--- src/pkg/dpm_pkg.sv ---
// Constants for the DiffServ priority map slice (codepoints 0x18..0x37).
// Assumes byte-wide management registers addressed by an 8-bit offset.
package dpm_pkg;

  // Register offsets, one byte register per four codepoints
  localparam logic [7:0] DPM_OFS_18_1B = 8'h96;
  localparam logic [7:0] DPM_OFS_1C_1F = 8'h97;
  localparam logic [7:0] DPM_OFS_20_23 = 8'h98;
  localparam logic [7:0] DPM_OFS_24_27 = 8'h99;
  localparam logic [7:0] DPM_OFS_28_2B = 8'h9A;
  localparam logic [7:0] DPM_OFS_2C_2F = 8'h9B;
  localparam logic [7:0] DPM_OFS_30_33 = 8'h9C;
  localparam logic [7:0] DPM_OFS_34_37 = 8'h9D;

  // Table geometry
  localparam int         DPM_NUM_REGS  = 8;
  localparam int         DPM_PRIO_W    = 2;
  localparam int         DPM_TBL_W     = DPM_NUM_REGS * 8;
  localparam logic [7:0] DPM_REG_RST   = 8'h00;
  localparam logic [7:0] DPM_RD_NONE   = 8'h00;

  // Codepoint window of this slice; codepoint is TOS bits 7..2
  localparam logic [5:0] DPM_CP_FIRST  = 6'h18;
  localparam logic [5:0] DPM_CP_LAST   = 6'h37;
  localparam int         DPM_CP_LSB    = 2;

endpackage

--- src/pkg/dpm_lookup_if.sv ---
// Carrier between the register bank and the lookup stage of the slice.
// Assumes both ends run on the same clock.
`timescale 1ns/1ps
`default_nettype none
interface dpm_lookup_if;
  import dpm_pkg::*;
  logic [DPM_TBL_W-1:0]  table_bits;  // Flattened map, codepoint 0x18 at bits 1..0
  logic                  req;         // Lookup request
  logic [5:0]            cp;          // Codepoint of the request
  logic                  ip_en;       // IP based priority applies
  logic                  resp_valid;  // Result pulse
  logic [DPM_PRIO_W-1:0] resp_prio;   // Resulting priority
  logic                  resp_hit;    // Codepoint matched this slice

  modport bank   (output table_bits, req, cp, ip_en,
                  input  resp_valid, resp_prio, resp_hit);
  modport lookup (input  table_bits, req, cp, ip_en,
                  output resp_valid, resp_prio, resp_hit);
endinterface
`default_nettype wire

--- src/hdl/dpm_lookup.sv ---
// Lookup stage: maps a codepoint to its 2-bit priority, one cycle latency.
// Assumes the table on the carrier is the current register content.
`timescale 1ns/1ps
`default_nettype none
module dpm_lookup
  import dpm_pkg::*;
(
  input  wire logic     clk_sys,  // System clock
  input  wire logic     rstn,     // Async reset, active low
  dpm_lookup_if.lookup  lk        // Carrier from the bank
);

  logic                  resp_valid;
  logic [DPM_PRIO_W-1:0] resp_prio;
  logic                  resp_hit;
  logic                  next_valid;
  logic [DPM_PRIO_W-1:0] next_prio;
  logic                  next_hit;
  logic [5:0]            cp_rel;
  logic [4:0]            cp_off;

  // Table is sampled at the request edge, so a write in that cycle is not seen
  always_comb begin
    cp_rel     = lk.cp - DPM_CP_FIRST;
    cp_off     = cp_rel[4:0];
    next_valid = lk.req;
    next_hit   = lk.req && lk.ip_en && (lk.cp >= DPM_CP_FIRST) && (lk.cp <= DPM_CP_LAST);
    next_prio  = '0;
    if (next_hit) begin
      next_prio = lk.table_bits[{cp_off, 1'b0} +: DPM_PRIO_W];
    end
  end

  // Result registers
  always_ff @(posedge clk_sys or negedge rstn) begin
    if (!rstn) begin
      resp_valid <= 1'b0;
      resp_prio  <= '0;
      resp_hit   <= 1'b0;
    end else begin
      resp_valid <= next_valid;
      resp_prio  <= next_prio;
      resp_hit   <= next_hit;
    end
  end

  assign lk.resp_valid = resp_valid;
  assign lk.resp_prio  = resp_prio;
  assign lk.resp_hit   = resp_hit;

endmodule
`default_nettype wire

--- src/hdl/dpm_slice.sv ---
// Priority map slice for codepoints 0x18..0x37: eight byte registers and
// the classifier lookup. Assumes single-cycle management register strobes
// and a classifier that presents one TOS byte per request.
`timescale 1ns/1ps
`default_nettype none
module dpm_slice
  import dpm_pkg::*;
(
  input  wire logic                  clk_sys,      // System clock, 125 MHz
  input  wire logic                  rstn,         // Async reset, active low
  input  wire logic [7:0]            reg_addr,     // Register offset
  input  wire logic                  reg_wr_en,    // Write strobe, one cycle
  input  wire logic [7:0]            reg_wdata,    // Write data
  input  wire logic                  reg_rd_en,    // Read strobe, one cycle
  output logic      [7:0]            reg_rdata,    // Read data, registered
  output logic                       reg_rd_valid, // Read data valid pulse
  output logic                       reg_rd_hit,   // Read hit this slice
  input  wire logic                  lk_valid,     // Classifier lookup request
  input  wire logic [7:0]            lk_tos,       // TOS or Traffic Class byte
  input  wire logic                  lk_ip_en,     // IP based priority applies
  output logic                       lk_done,      // Lookup result pulse
  output logic                       lk_hit,       // Priority taken from slice
  output logic      [DPM_PRIO_W-1:0] lk_prio       // Resulting priority
);

  // Register storage, index 0 is offset 0x96
  logic [7:0] map_q      [DPM_NUM_REGS];
  logic [7:0] next_map   [DPM_NUM_REGS];
  logic [7:0] rdata_q;
  logic [7:0] next_rdata;
  logic       rd_valid_q;
  logic       next_rd_valid;
  logic       rd_hit_q;
  logic       next_rd_hit;
  logic [2:0] addr_idx;
  logic       addr_hit;

  dpm_lookup_if lk_bus ();

  // Offset decode
  always_comb begin
    addr_idx = 3'h0;
    addr_hit = 1'b1;
    case (reg_addr)
      DPM_OFS_18_1B: addr_idx = 3'h0;
      DPM_OFS_1C_1F: addr_idx = 3'h1;
      DPM_OFS_20_23: addr_idx = 3'h2;
      DPM_OFS_24_27: addr_idx = 3'h3;
      DPM_OFS_28_2B: addr_idx = 3'h4;
      DPM_OFS_2C_2F: addr_idx = 3'h5;
      DPM_OFS_30_33: addr_idx = 3'h6;
      DPM_OFS_34_37: addr_idx = 3'h7;
      default:       addr_hit = 1'b0;
    endcase
  end

  // Next register state: write stores, read only samples
  always_comb begin
    for (int i = 0; i < DPM_NUM_REGS; i++) begin
      next_map[i] = map_q[i];
    end
    if (reg_wr_en && addr_hit) begin
      next_map[addr_idx] = reg_wdata;
    end
    next_rd_valid = reg_rd_en;
    next_rd_hit   = reg_rd_en && addr_hit;
    next_rdata    = rdata_q;
    if (reg_rd_en) begin
      next_rdata = addr_hit ? map_q[addr_idx] : DPM_RD_NONE;
    end
  end

  // Register bank flops
  always_ff @(posedge clk_sys or negedge rstn) begin
    if (!rstn) begin
      for (int i = 0; i < DPM_NUM_REGS; i++) begin
        map_q[i] <= DPM_REG_RST;
      end
      rdata_q    <= DPM_RD_NONE;
      rd_valid_q <= 1'b0;
      rd_hit_q   <= 1'b0;
    end else begin
      for (int i = 0; i < DPM_NUM_REGS; i++) begin
        map_q[i] <= next_map[i];
      end
      rdata_q    <= next_rdata;
      rd_valid_q <= next_rd_valid;
      rd_hit_q   <= next_rd_hit;
    end
  end

  assign reg_rdata    = rdata_q;
  assign reg_rd_valid = rd_valid_q;
  assign reg_rd_hit   = rd_hit_q;

  // Flatten table for the lookup stage, codepoint order ascending
  always_comb begin
    for (int i = 0; i < DPM_NUM_REGS; i++) begin
      lk_bus.table_bits[i*8 +: 8] = map_q[i];
    end
  end

  // Lookup request, codepoint is the upper six TOS bits
  assign lk_bus.req   = lk_valid;
  assign lk_bus.cp    = lk_tos[7:DPM_CP_LSB];
  assign lk_bus.ip_en = lk_ip_en;

  dpm_lookup u_lookup (
    .clk_sys (clk_sys),
    .rstn    (rstn),
    .lk      (lk_bus.lookup)
  );

  assign lk_done = lk_bus.resp_valid;
  assign lk_hit  = lk_bus.resp_hit;
  assign lk_prio = lk_bus.resp_prio;

  // Checking helpers: expected field for the request codepoint, taken from
  // the register array itself so a broken flattening shows up
  logic [5:0]            chk_rel;
  logic [4:0]            chk_off;
  logic                  chk_in;
  logic [DPM_PRIO_W-1:0] chk_old;
  logic [DPM_PRIO_W-1:0] chk_new;
  assign chk_rel = lk_tos[7:DPM_CP_LSB] - DPM_CP_FIRST;
  assign chk_off = chk_rel[4:0];
  assign chk_old = map_q[chk_off[4:2]][{chk_off[1:0], 1'b0} +: DPM_PRIO_W];
  assign chk_new = reg_wdata[{chk_off[1:0], 1'b0} +: DPM_PRIO_W];
  assign chk_in  = (lk_tos[7:DPM_CP_LSB] >= DPM_CP_FIRST) &&
                   (lk_tos[7:DPM_CP_LSB] <= DPM_CP_LAST);
endmodule
`default_nettype wire

--- config.mk ---
export PLATFORM = sky130hd
export DESIGN_NAME = dpm_slice
export DESIGN_NICKNAME = d
export VERILOG_FILES = /design/src/pkg/dpm_pkg.sv /design/src/pkg/dpm_lookup_if.sv /design/src/hdl/dpm_lookup.sv /design/src/hdl/dpm_slice.sv
export SDC_FILE = /design/constraint.sdc
export NUM_CORES = 1
export LEC_CHECK = 0
export ABC_AREA = 1
export BUFFER_PORTS_ARGS = -buffer_cell sky130_fd_sc_hd__buf_2
export CAP_MARGIN = 25
export CELL_PAD_IN_SITES_DETAIL_PLACEMENT = 0
export CELL_PAD_IN_SITES_GLOBAL_PLACEMENT = 2
export CORE_ASPECT_RATIO = 1.25
export CORE_MARGIN = 4
export CORE_UTILIZATION = 34
export CTS_CLUSTER_SIZE = 24
export DETAILED_ROUTE_END_ITERATION = 16
export PLACE_DENSITY_LB_ADDON = 0.05
export SYNTH_ARGS = -nofsm -noshare
export SYNTH_HDL_FRONTEND = slang
export SYNTH_SLANG_ARGS = --single-unit
--- constraint.sdc ---
create_clock -name clk_sys -period 1.52 [get_ports clk_sys]
set_clock_uncertainty 0.1 [all_clocks]
set_input_delay 0.304 -clock clk_sys [delete_from_list [all_inputs] [get_ports clk_sys]]
set_output_delay 0.304 -clock clk_sys [all_outputs]
set_load 0.02 [all_outputs]
==> run metrics, run 1 <==
WP data arrival approximately 1.7 ns; CTS tree done; Pint 3.89 mW; first-pass GRT wire length 26700 um; synth unique cells 27; post-route setup slack -0.0484 ns; combinational power share between 10% and 20%; Lkg Pwr 3.16 nW; Max Clock Freq around 0.64 GHz; hold crit path type primary input to flop; final setup vio count 26; FP Rows 46; top cell type's share of synthesized area 43.4%; die width about 110 um; total power between 5 and 6 mW; Final Hold Viols 0; share of cells above drive strength 1 29.7%; Synth Register Bits 78; ANT nets after route 0; Ys Warns 0; drt first pass iters 4; antenna violations before repair 0; total wire length between 15000 and 20000 um; Nets 760; Sw Pwr 1.46 mW; Worst Tran Pin Value between 0.3 and 0.4 ns; die span in y between 100 and 150 um; routed vias roughly 4600; Synth top cells by count nand2_1 (191), nand3_1 (88), dfrtp_1 (78); Worst-path clk slew ~0.06 ns; asr flop ratio synth 100%; initial DRC count roughly 330; hpwl dp between 10000 and 15000 um; most frequent cell after synthesis nand2_1; Critical Path RT between 1.5 and 2 ns; Layout Cells excl Fill roughly 900; cts bufs inserted 9; maxcap violations 0; VDD IR max approximately 0.46 mV; crit path time final between 1.5 and 2 ns; instance count of the mapped netlist between 600 and 700; Max clock buf depth 2; # IOs 44; cell area power density 850 nW/um^2; drt drc 0; dominant synthesized flop cell dfrtp_1; initial core utilization approximately a third; post-synth top area cell dfrtp_1; port bufs 41; Max FO, Critical Path 6; routability cong. ~0.88; status complete, but fails checks; failing checks negative setup slack; Final Max Slew Viols 0; H-tree depth 3; full die area around 15000 um^2; # fillers around 1300; worst setup path class primary input to flop; GRT Total Usage about a quarter; Diodes inserted 0; vias in the first global route between 4000 and 5000; Cell Area, Placed about 5400 um^2; top post-synthesis cells by area dfrtp_1 (43%), nand2_1 (16%), nand3_1 (9.8%); mapped cell area roughly 4500 um^2; CTS sink cnt 78; clk_lat worst skew 0.34 ns; worst relative slew slack between 70% and 80%; core box area approximately 13000 um^2; Multi-input gate area between 2000 and 2500 um^2; Post-synth EDFFs 0; Seq/Total Area, Yosys 43.4%; vias per cell about 5; placed insts roughly 860; final instance area ~6300 um^2; clock power share roughly 44%; switch share between 20 and 30%; sequential group share of total power 41.1%; largest net degree at the start of global routing 40; Root Driver clkbuf_16; Startpoint Class primary input; critical path capture point type flop; RSZ-0062 raised after global routing yes; final cycle utilization of the critical path 103%; WL/cell about 20 um; Sequential Area approximately 2000 um^2; area grow syn2layout 40.3%; Mapped Nets about 660; Avg Inst Size Synth 7.15 um^2; GRT overflow 0
==> state kept, by name, indices dropped and copies added (netlist names) <==
register and cells:
u_lookup.lk.resp_hit 1, u_lookup.lk.resp_prio 2, reg_rd_hit 1, u_lookup.lk.resp_valid 1, reg_rdata 8, reg_rd_valid 1
lk_bus.table_bits 64
==> stage by stage <==
step	hold WS [ns]	setup slack (ns)	util, %	setup TNS (ns)
floorplan	-0.0916	-0.150	-	-4.68
global placement	0.141	-0.456	42.2	-28.16
detailed placement	0.144	-0.494	42.2	-30.45
CTS	0.0293	-0.0384	45.9	-0.172
global route	0.0422	-0.132	49.1	-3.79
finish	0.0304	-0.0484	49.1	-0.561
==> final timing paths <==
path | start | endpoint | slack [ns] | depth (start not counted)
hold reg to reg | reg_rdata[5] | reg_rdata[5] | 0.37 | 2
hold / removal | reg_rd_en | reg_rd_valid | 0.03 | 1
min in group asynchronous | rstn | reg_rdata[5] | 0.33 | 2
max in group asynchronous | rstn | lk_bus.table_bits[45] | 0.43 | 3
setup / recovery | reg_addr[2] | lk_bus.table_bits[33] | -0.05 | 13
setup reg to reg | lk_bus.table_bits[62] | u_lookup.lk.resp_prio[0] | 0.09 | 9
==> what timing repair did <==
action,in CTS,in global routing
gates cloned,2,5
pin swaps,13,40
buffers inserted,4,13
gates resized for setup,19,80
setup endpoints to repair,69,59
hold endpoints to repair,22,0
hold buffers,2,0
==> power groups by stage <==
stage	combinational [mW]	clock (mW)	sequential (mW)
floorplan	0.365	0	2.24
global placement	0.714	0	2.23
detailed placement	0.714	0	2.24
CTS	0.745	2.37	2.20
global route	0.894	2.45	2.21
finish	0.814	2.34	2.20
==> critical path, cell delays in order <==
cell,delay (ns)
buf_8,0.10
inv_2,0.07
nand2_2,0.07
inv_2,0.07
nand2_4,0.06
a21oi_4,0.16
nor2_4,0.06
nor2_4,0.21
nand2_4,0.17
nor2_4,0.19
buf_6,0.15
nand2_2,0.05
o21ai_1,0.07
==> metal layers <==
layer | wire length, um | track usage (%)
met1 | 7260 | 28.5
met2 | 9010 | 41.8
met3 | 754 | 3.49
met4 | 600 | 9.79
met5 | 0 | 0
==> final cells by class <==
| type | count | share of cell area (%) |
|---|---|---|
| clock buffer | 10 | 3.63 |
| clock inverter | 6 | 1.37 |
| inverter | 63 | 3.97 |
| multi-input combinational | 456 | 39.0 |
| sequential | 78 | 31.0 |
| tap | 168 | 3.33 |
| timing repair buffer | 122 | 17.8 |
==> kinds of logic (layout without fill, tap and decap cells) <==
kind of cell           after synthesis  count (layout)  synth area share (%)
AO/OA/AOI/OAI                      125             125                  14.3
buffers and inverters               99             201                  9.58
flip-flops                          78              78                  43.4
AND/OR/NAND/NOR                    327             331                  32.7
==> cell usage in the layout, fill, tap and decap left out, drive strengths merged <==
master,Yosys,final
a21oi,34,34
buf,21,117
bufinv,0,2
clkbuf,15,13
clkinv,1,4
clkinvlp,0,2
dfrtp,78,78
dlygate4sd3,0,2
inv,62,61
nand2,197,199
nand3,89,89
nand3b,2,2
nor2,34,36
nor3,5,5
o211ai,1,1
o21ai,87,87
o21bai,3,3
No activity file was read; power rests on OpenSTA's default activity.
==> run 2, diff against run 1 <==
--- a/config.mk
+++ b/config.mk
@@ -16,6 +16,7 @@
 export CTS_CLUSTER_SIZE = 24
 export DETAILED_ROUTE_END_ITERATION = 16
 export PLACE_DENSITY_LB_ADDON = 0.05
+export SKIP_LAST_GASP = 1
 export SYNTH_ARGS = -nofsm -noshare
 export SYNTH_HDL_FRONTEND = slang
 export SYNTH_SLANG_ARGS = --single-unit
==> run 2 against run 1 <==
Net effect: the run still ends with negative setup slack left; flip-flop and latch count unchanged; worst hold slack worse by 0.0018 ns; critical path type unchanged; largest power group unchanged; fmax up 0.39%; die area unchanged; wire length up 0.21%; utilization down 0.088 points; clock power about the same.
==> run metrics, run 2 (synthesized netlist as in run 1, its figures left out) <==
status complete, but fails checks (unchanged); failing checks negative setup slack (unchanged); largest net degree at the start of global routing 40 (unchanged); H-tree depth 3 (unchanged); clk_lat worst skew 0.35 ns (was 0.34 ns); max FFs per register 64 (unchanged); final cycle utilization of the critical path 103% (about the same); commonest non-fill, non-tap cells in the layout nand2_1 (175), dfrtp_1 (78), nand3_1 (73) (unchanged); Max Clock Freq 0.640 GHz (was 0.638 GHz); critical path capture point type flop (unchanged); FP Rows 46 (unchanged); routability cong. 0.882 (unchanged); path length in cells of the critical path 14 (was 13); core box area 12800 um^2 (unchanged); Sw Pwr 1.47 mW (was 1.46 mW); RSZ-0062 raised after global routing yes (unchanged); # fillers 1303 (was 1304); Cell Area, Placed 5410 um^2 (unchanged); commonest non-fill, non-tap cell in the layout nand2_1 (unchanged); GRT Total Usage 23.5% (about the same); largest stage delay on the critical path 0.19 ns (was 0.21 ns); vias per cell 5.14 (was 5.12); cts bufs inserted 9 (unchanged); hold path start reg_rd_en (unchanged); share of cells above drive strength 1 29.4% (was 29.7%); Lkg Pwr 3.16 nW (about the same); Pint 3.89 mW (about the same); Final Hold Viols 0 (unchanged); CTS tree done (unchanged); vias in the first global route 4534 (was 4538); Worst R2R End u_lookup.lk.resp_prio[0] (unchanged); drt first pass iters 5 (was 4); # IOs 44 (unchanged); worst relative slew slack 67.2% (was 76.7%); critical path startpoint reg_addr[4] (was reg_addr[2]); Slowest-stage cell, CP nor2_4 (unchanged); Final Max Slew Viols 0 (unchanged); Worst-path clk slew 0.06 ns (about the same); Max clock buf depth 2 (unchanged); post-route setup slack -0.0422 ns (was -0.0484 ns); crit path time final 1.56 ns (was 1.57 ns); port bufs 41 (unchanged); final instance area 6290 um^2 (was 6300 um^2); GRT overflow 0 (unchanged); full die area 15100 um^2 (unchanged); CP endpoint reg_rdata[4] (was lk_bus.table_bits[33]); first-pass GRT wire length 26700 um (about the same); flop2flop setup slack 0.09 ns (about the same); WP data arrival 1.69 ns (was 1.74 ns); die span in y 137 um (unchanged); Startpoint Class primary input (unchanged); WL/cell 19.6 um (was 19.5 um); total wire length 17700 um (was 17600 um); maxcap violations 0 (unchanged); cell area power density 852 nW/um^2 (was 850 nW/um^2); die width 111 um (unchanged); cell repeated most along the worst path nand2_1 (was nor2_4); Root Driver clkbuf_16 (unchanged); initial DRC count 341 (was 333); worst r2r path cells 9 (unchanged); CP Buf/Inv Count 6 (was 4); combinational power share 15.2% (about the same); Worst Tran Pin Value 0.491 ns (was 0.350 ns); antenna violations before repair 0 (unchanged); hold crit path type primary input to flop (unchanged); hpwl dp 12200 um (unchanged); initial core utilization 35.0% (unchanged); VDD IR max 0.461 mV (was 0.458 mV); R2R Path Start lk_bus.table_bits[62] (unchanged); Final TNS setup -0.510 ns (was -0.561 ns); CTS sink cnt 78 (unchanged); ANT nets after route 0 (unchanged); Nets 760 (unchanged); CP cell instances buf_2 > nand2_2 > inv_4 > nand2_4 > buf_6 > nor2_4 > buf_6 > nor2_4 > buf_12 > nand3_2 > nand2_1 > inv_1 > nand2_1 > nand2_1 (was buf_8 > inv_2 > nand2_2 > inv_2 > nand2_4 > a21oi_4 > nor2_4 > nor2_4 > nand2_4 > nor2_4 > buf_6 > nand2_2 > o21ai_1); clock power share 43.9% (was 43.7%); Diodes inserted 0 (unchanged); Critical Path RT 1.65 ns (was 1.69 ns); largest delay contributor family on the critical path simple AND/OR/NAND/NOR gates (unchanged); sequential group share of total power 41.0% (was 41.1%); worst setup path class primary input to flop (unchanged); Max FO, Critical Path 5 (was 6); area grow syn2layout 40.0% (was 40.3%); routed vias 4643 (was 4619); final setup vio count 26 (unchanged); switch share 27.4% (was 27.3%); drt drc 0 (unchanged)
-- run 2: cell counts in the layout (fill, tap and decap cells not counted) --
Identical to the previous run, type by type.
-- run 2: repair_timing --
action | in CTS | in global routing
setup endpoints to repair | 69 | 59
hold buffers | 2 | 0
cloned | 2 | 5
hold endpoints to repair | 22 | 0
gates resized for setup | 18 | 77
pin swaps | 13 | 39
setup buffers | 4 | 13
-- run 2: worst min path at each step --
stage	end	slack (ns)	depth (start not counted)
2_1_floorplan	lk_bus.table_bits[0]	-0.09	0
3_3_place_gp	reg_rdata[5]	0.14	1
3_5_place_dp	reg_rdata[5]	0.14	1
4_1_cts	reg_rd_valid	0.03	1
5_1_grt	reg_rd_valid	0.04	1
6_report	reg_rd_valid	0.03	1
-- run 2: power by group through the flow --
stage	Combinational (mW)	Sequential, mW	Clock [mW]
2_1_floorplan	0.365	2.24	0
3_3_place_gp	0.714	2.23	0
3_5_place_dp	0.714	2.24	0
4_1_cts	0.745	2.20	2.37
5_1_grt	0.889	2.21	2.45
6_report	0.813	2.20	2.35
-- run 2: area by class of cell --
type	count	area [um^2]	area share, %
Clock inverter	6	86.3	1.37
Multi-Input combinational cell	456	2450	38.9
Inverter	63	250	3.98
Timing Repair Buffer	122	1120	17.8
Tap cell	168	210	3.34
Clock buffer	10	229	3.64
Sequential cell	78	1950	31.0
-- run 2: metrics by stage --
step	utilization [%]	std cells	hold slack, ns	worst slack, ns	power, mW
3_3_place_gp	42.2	863	0.141	-0.456	2.95
4_1_cts	45.9	887	0.0293	-0.0384	5.31
2_1_floorplan	-	629	-0.0916	-0.150	2.60
5_1_grt	49.0	903	0.0422	-0.130	5.55
3_5_place_dp	42.2	863	0.144	-0.494	2.95
6_report	49.0	903	0.0286	-0.0422	5.36
-- run 2: worst reg2reg max path, cell delays in order, from the launching register on --
cell      delay (ns)
dfrtp_1         0.39
a21oi_1         0.13
o21ai_1         0.12
buf_4           0.15
nand3_1         0.06
nand3_1         0.09
nand2_1         0.09
nand2_1         0.06
nand3b_1        0.09
inv_1           0.06
-- run 2: per-layer routing --
| metal | vias up | wire [um] | track usage, % |
|---|---|---|---|
| met5 | - | 0 | 0 |
| met4 | 0 | 610 | 9.79 |
| met3 | 34 | 681 | 3.49 |
| met2 | 124 | 9000 | 41.8 |
| met1 | 2242 | 7370 | 28.5 |
| li1 | 2243 | - | - |
==> run 3, diff against run 2 <==
--- a/config.mk
+++ b/config.mk
@@ -17,6 +17,7 @@
 export DETAILED_ROUTE_END_ITERATION = 16
 export PLACE_DENSITY_LB_ADDON = 0.05
 export SKIP_LAST_GASP = 1
+export SLEW_MARGIN = 20
 export SYNTH_ARGS = -nofsm -noshare
 export SYNTH_HDL_FRONTEND = slang
 export SYNTH_SLANG_ARGS = --single-unit
==> constraint.sdc (replaced) <==
create_clock -name clk_sys -period 1.5 [get_ports clk_sys]
set_clock_uncertainty 0.1 [all_clocks]
set_input_delay 0.3 -clock clk_sys [delete_from_list [all_inputs] [get_ports clk_sys]]
set_output_delay 0.3 -clock clk_sys [all_outputs]
set_load 0.02 [all_outputs]
==> run 3 against run 2 <==
Net effect: the run still ends with negative setup slack left; sequential power hardly changed; critical path depth shrank 5; cell area increased by 2.0%; final cell count up 1.3%; first-iteration DRC count down 18%; global-route usage down 0.24 points.
==> run metrics, run 3 (synthesized netlist as in run 1, its figures left out) <==
status complete, but fails checks (unchanged); failing checks negative setup slack (unchanged); maxcap violations 0 (unchanged); Post-Route Utilization 50.0% (was 49.0%); # fillers 1321 (was 1303); drt drc 0 (unchanged); Startpoint Class primary input (unchanged); antenna violations before repair 0 (unchanged); ANT nets after route 0 (unchanged); worst setup path class primary input to flop (unchanged); Root Driver clkbuf_16 (unchanged); GRT Total Usage 23.3% (was 23.5%); Worst Tran Pin Value 0.383 ns (was 0.491 ns); WL/cell 18.9 um (was 19.6 um); die span in y 137 um (unchanged); initial DRC count 278 (was 341); max FFs per register 64 (unchanged); full die area 15100 um^2 (unchanged); flop2flop setup slack 0.08 ns (was 0.09 ns); placed insts 863 (unchanged); routed vias 4685 (was 4643); H-tree depth 3 (unchanged); worst relative slew slack 74.2% (was 67.2%); cts bufs inserted 9 (unchanged); crit path time final 1.59 ns; Final TNS setup -0.936 ns (was -0.510 ns); hpwl dp 12300 um (was 12200 um); post-route setup slack -0.0863 ns (was -0.0422 ns); RSZ-0062 raised after global routing yes (unchanged); vias per cell 5.12 (was 5.14); hold path depth 1 (unchanged); Max FO, Critical Path 6 (was 5); Lkg Pwr 3.23 nW (was 3.16 nW); endpoint with the worst hold slack reg_rd_valid (unchanged); Worst R2R End u_lookup.lk.resp_prio[0] (unchanged); Diodes inserted 0 (unchanged); routability cong. 0.868 (was 0.882); die width 111 um (unchanged); core box area 12800 um^2 (unchanged); Layout Cells excl Fill 915 (was 903); Max clock buf depth 2 (unchanged); WP data arrival 1.70 ns (was 1.69 ns); port bufs 41 (unchanged); hold crit path type primary input to flop (unchanged); FP Rows 46 (unchanged); CTS tree done (unchanged); commonest non-fill, non-tap cells in the layout nand2_1 (177), dfrtp_1 (78), nand3_1 (73) (was nand2_1 (175), dfrtp_1 (78), nand3_1 (73)); final cycle utilization of the critical path 106%; total power 5.53 mW (was 5.36 mW); Max Clock Freq ~0.63 GHz; hold path start reg_rd_en (unchanged); GRT overflow 0 (unchanged); initial core utilization 35.0% (unchanged); area grow syn2layout 42.8% (was 40.0%); critical path capture point type flop (unchanged); Nets 772 (was 760); Final Max Slew Viols 0 (unchanged); vias in the first global route 4633 (was 4534); clk_lat worst skew 0.34 ns (was 0.35 ns); # IOs 44 (unchanged); Worst-path clk slew 0.06 ns (about the same); cell area power density 862 nW/um^2 (was 852 nW/um^2); Final Hold Viols 0 (unchanged); Critical Path RT 1.62 ns (was 1.65 ns); total wire length 17300 um (was 17700 um); hold slack 0.0321 ns (was 0.0286 ns); largest net degree at the start of global routing 40 (unchanged); first-pass GRT wire length 26700 um (about the same); R2R Path Start lk_bus.table_bits[62] (unchanged); VDD IR max 0.480 mV (was 0.461 mV); CTS sink cnt 78 (unchanged); share of cells above drive strength 1 30.5% (was 29.4%); final setup vio count 30 (was 26); worst r2r path cells 9 (unchanged); drt first pass iters 5 (unchanged); commonest non-fill, non-tap cell in the layout nand2_1 (unchanged)
[run 3: cell count changes in the layout (fill, tap and decap cells not counted), moves of 4 or more]
cell,before,now
nand2_2,15,11
o21ai_0,47,56
buf_4,51,65
o21ai_1,35,28
[run 3: area by class of cell]
cell class | instances | area, um^2 | share of cell area (%)
inverters | 63 | 253 | 3.94
repair buffers | 138 | 1250 | 19.5
clock buffers | 13 | 270 | 4.21
well taps | 168 | 210 | 3.27
clock inverters | 3 | 65.1 | 1.01
multi-input cells | 452 | 2420 | 37.7
flip-flops and latches | 78 | 1950 | 30.4
[run 3: power by group]
group | total [mW] | leakage [nW] | internal [mW] | switching (mW)
Clock | 2.49 | 0.166 | 1.59 | 0.892
Sequential | 2.22 | 0.919 | 2.18 | 0.0421
Combinational | 0.822 | 2.14 | 0.313 | 0.510
[run 3: routing by layer]
layer  part of all wire (%)  vias to the layer above  GRT usage [%]
met2                     51                      121           42.4
li1                       -                     2264              -
met1                     42                     2273           28.9
met3                    3.8                       27           3.27
met4                    2.8                        0           6.50
met5                      0                        -              0
[run 3: repair_timing]
item                       in CTS  in global routing
pin swaps                      19                 24
cloned                          1                  1
setup endpoints to repair      71                 73
hold endpoints to repair       22                  0
hold buffers                    2                  0
buffers inserted               18                 17
gates resized for setup        34                 58
[run 3: critical path, stage by stage]
cell and delay [ns]:
buf_6 0.10, nor2_4 0.15, nand2_4 0.11, buf_6 0.13, nor2_4 0.17, clkinvlp_4 0.23, buf_4 0.19, o21ai_0 0.22
nand2_1 0.08
[run 3: worst max-delay path by stage]
| stage | start | to | slack [ns] | cells after the start |
|---|---|---|---|---|
| final | reg_addr[5] | lk_bus.table_bits[30] | -0.09 | 9 |
| after global routing | reg_addr[5] | reg_rdata[5] | -0.15 | 11 |
| after CTS | reg_addr[2] | lk_bus.table_bits[29] | -0.06 | 14 |
| after detailed placement | reg_addr[2] | lk_bus.table_bits[52] | -0.54 | 8 |
| after global placement | reg_addr[2] | lk_bus.table_bits[49] | -0.48 | 9 |
| after floorplan | reg_addr[1] | lk_bus.table_bits[28] | -0.17 | 13 |
[run 3: through the flow]
step	area (um^2)	setup WS [ns]
after floorplan	4620	-0.166
after global placement	5420	-0.478
after detailed placement	5420	-0.538
after CTS	6100	-0.0571
after global routing	6420	-0.148
final	6420	-0.0863
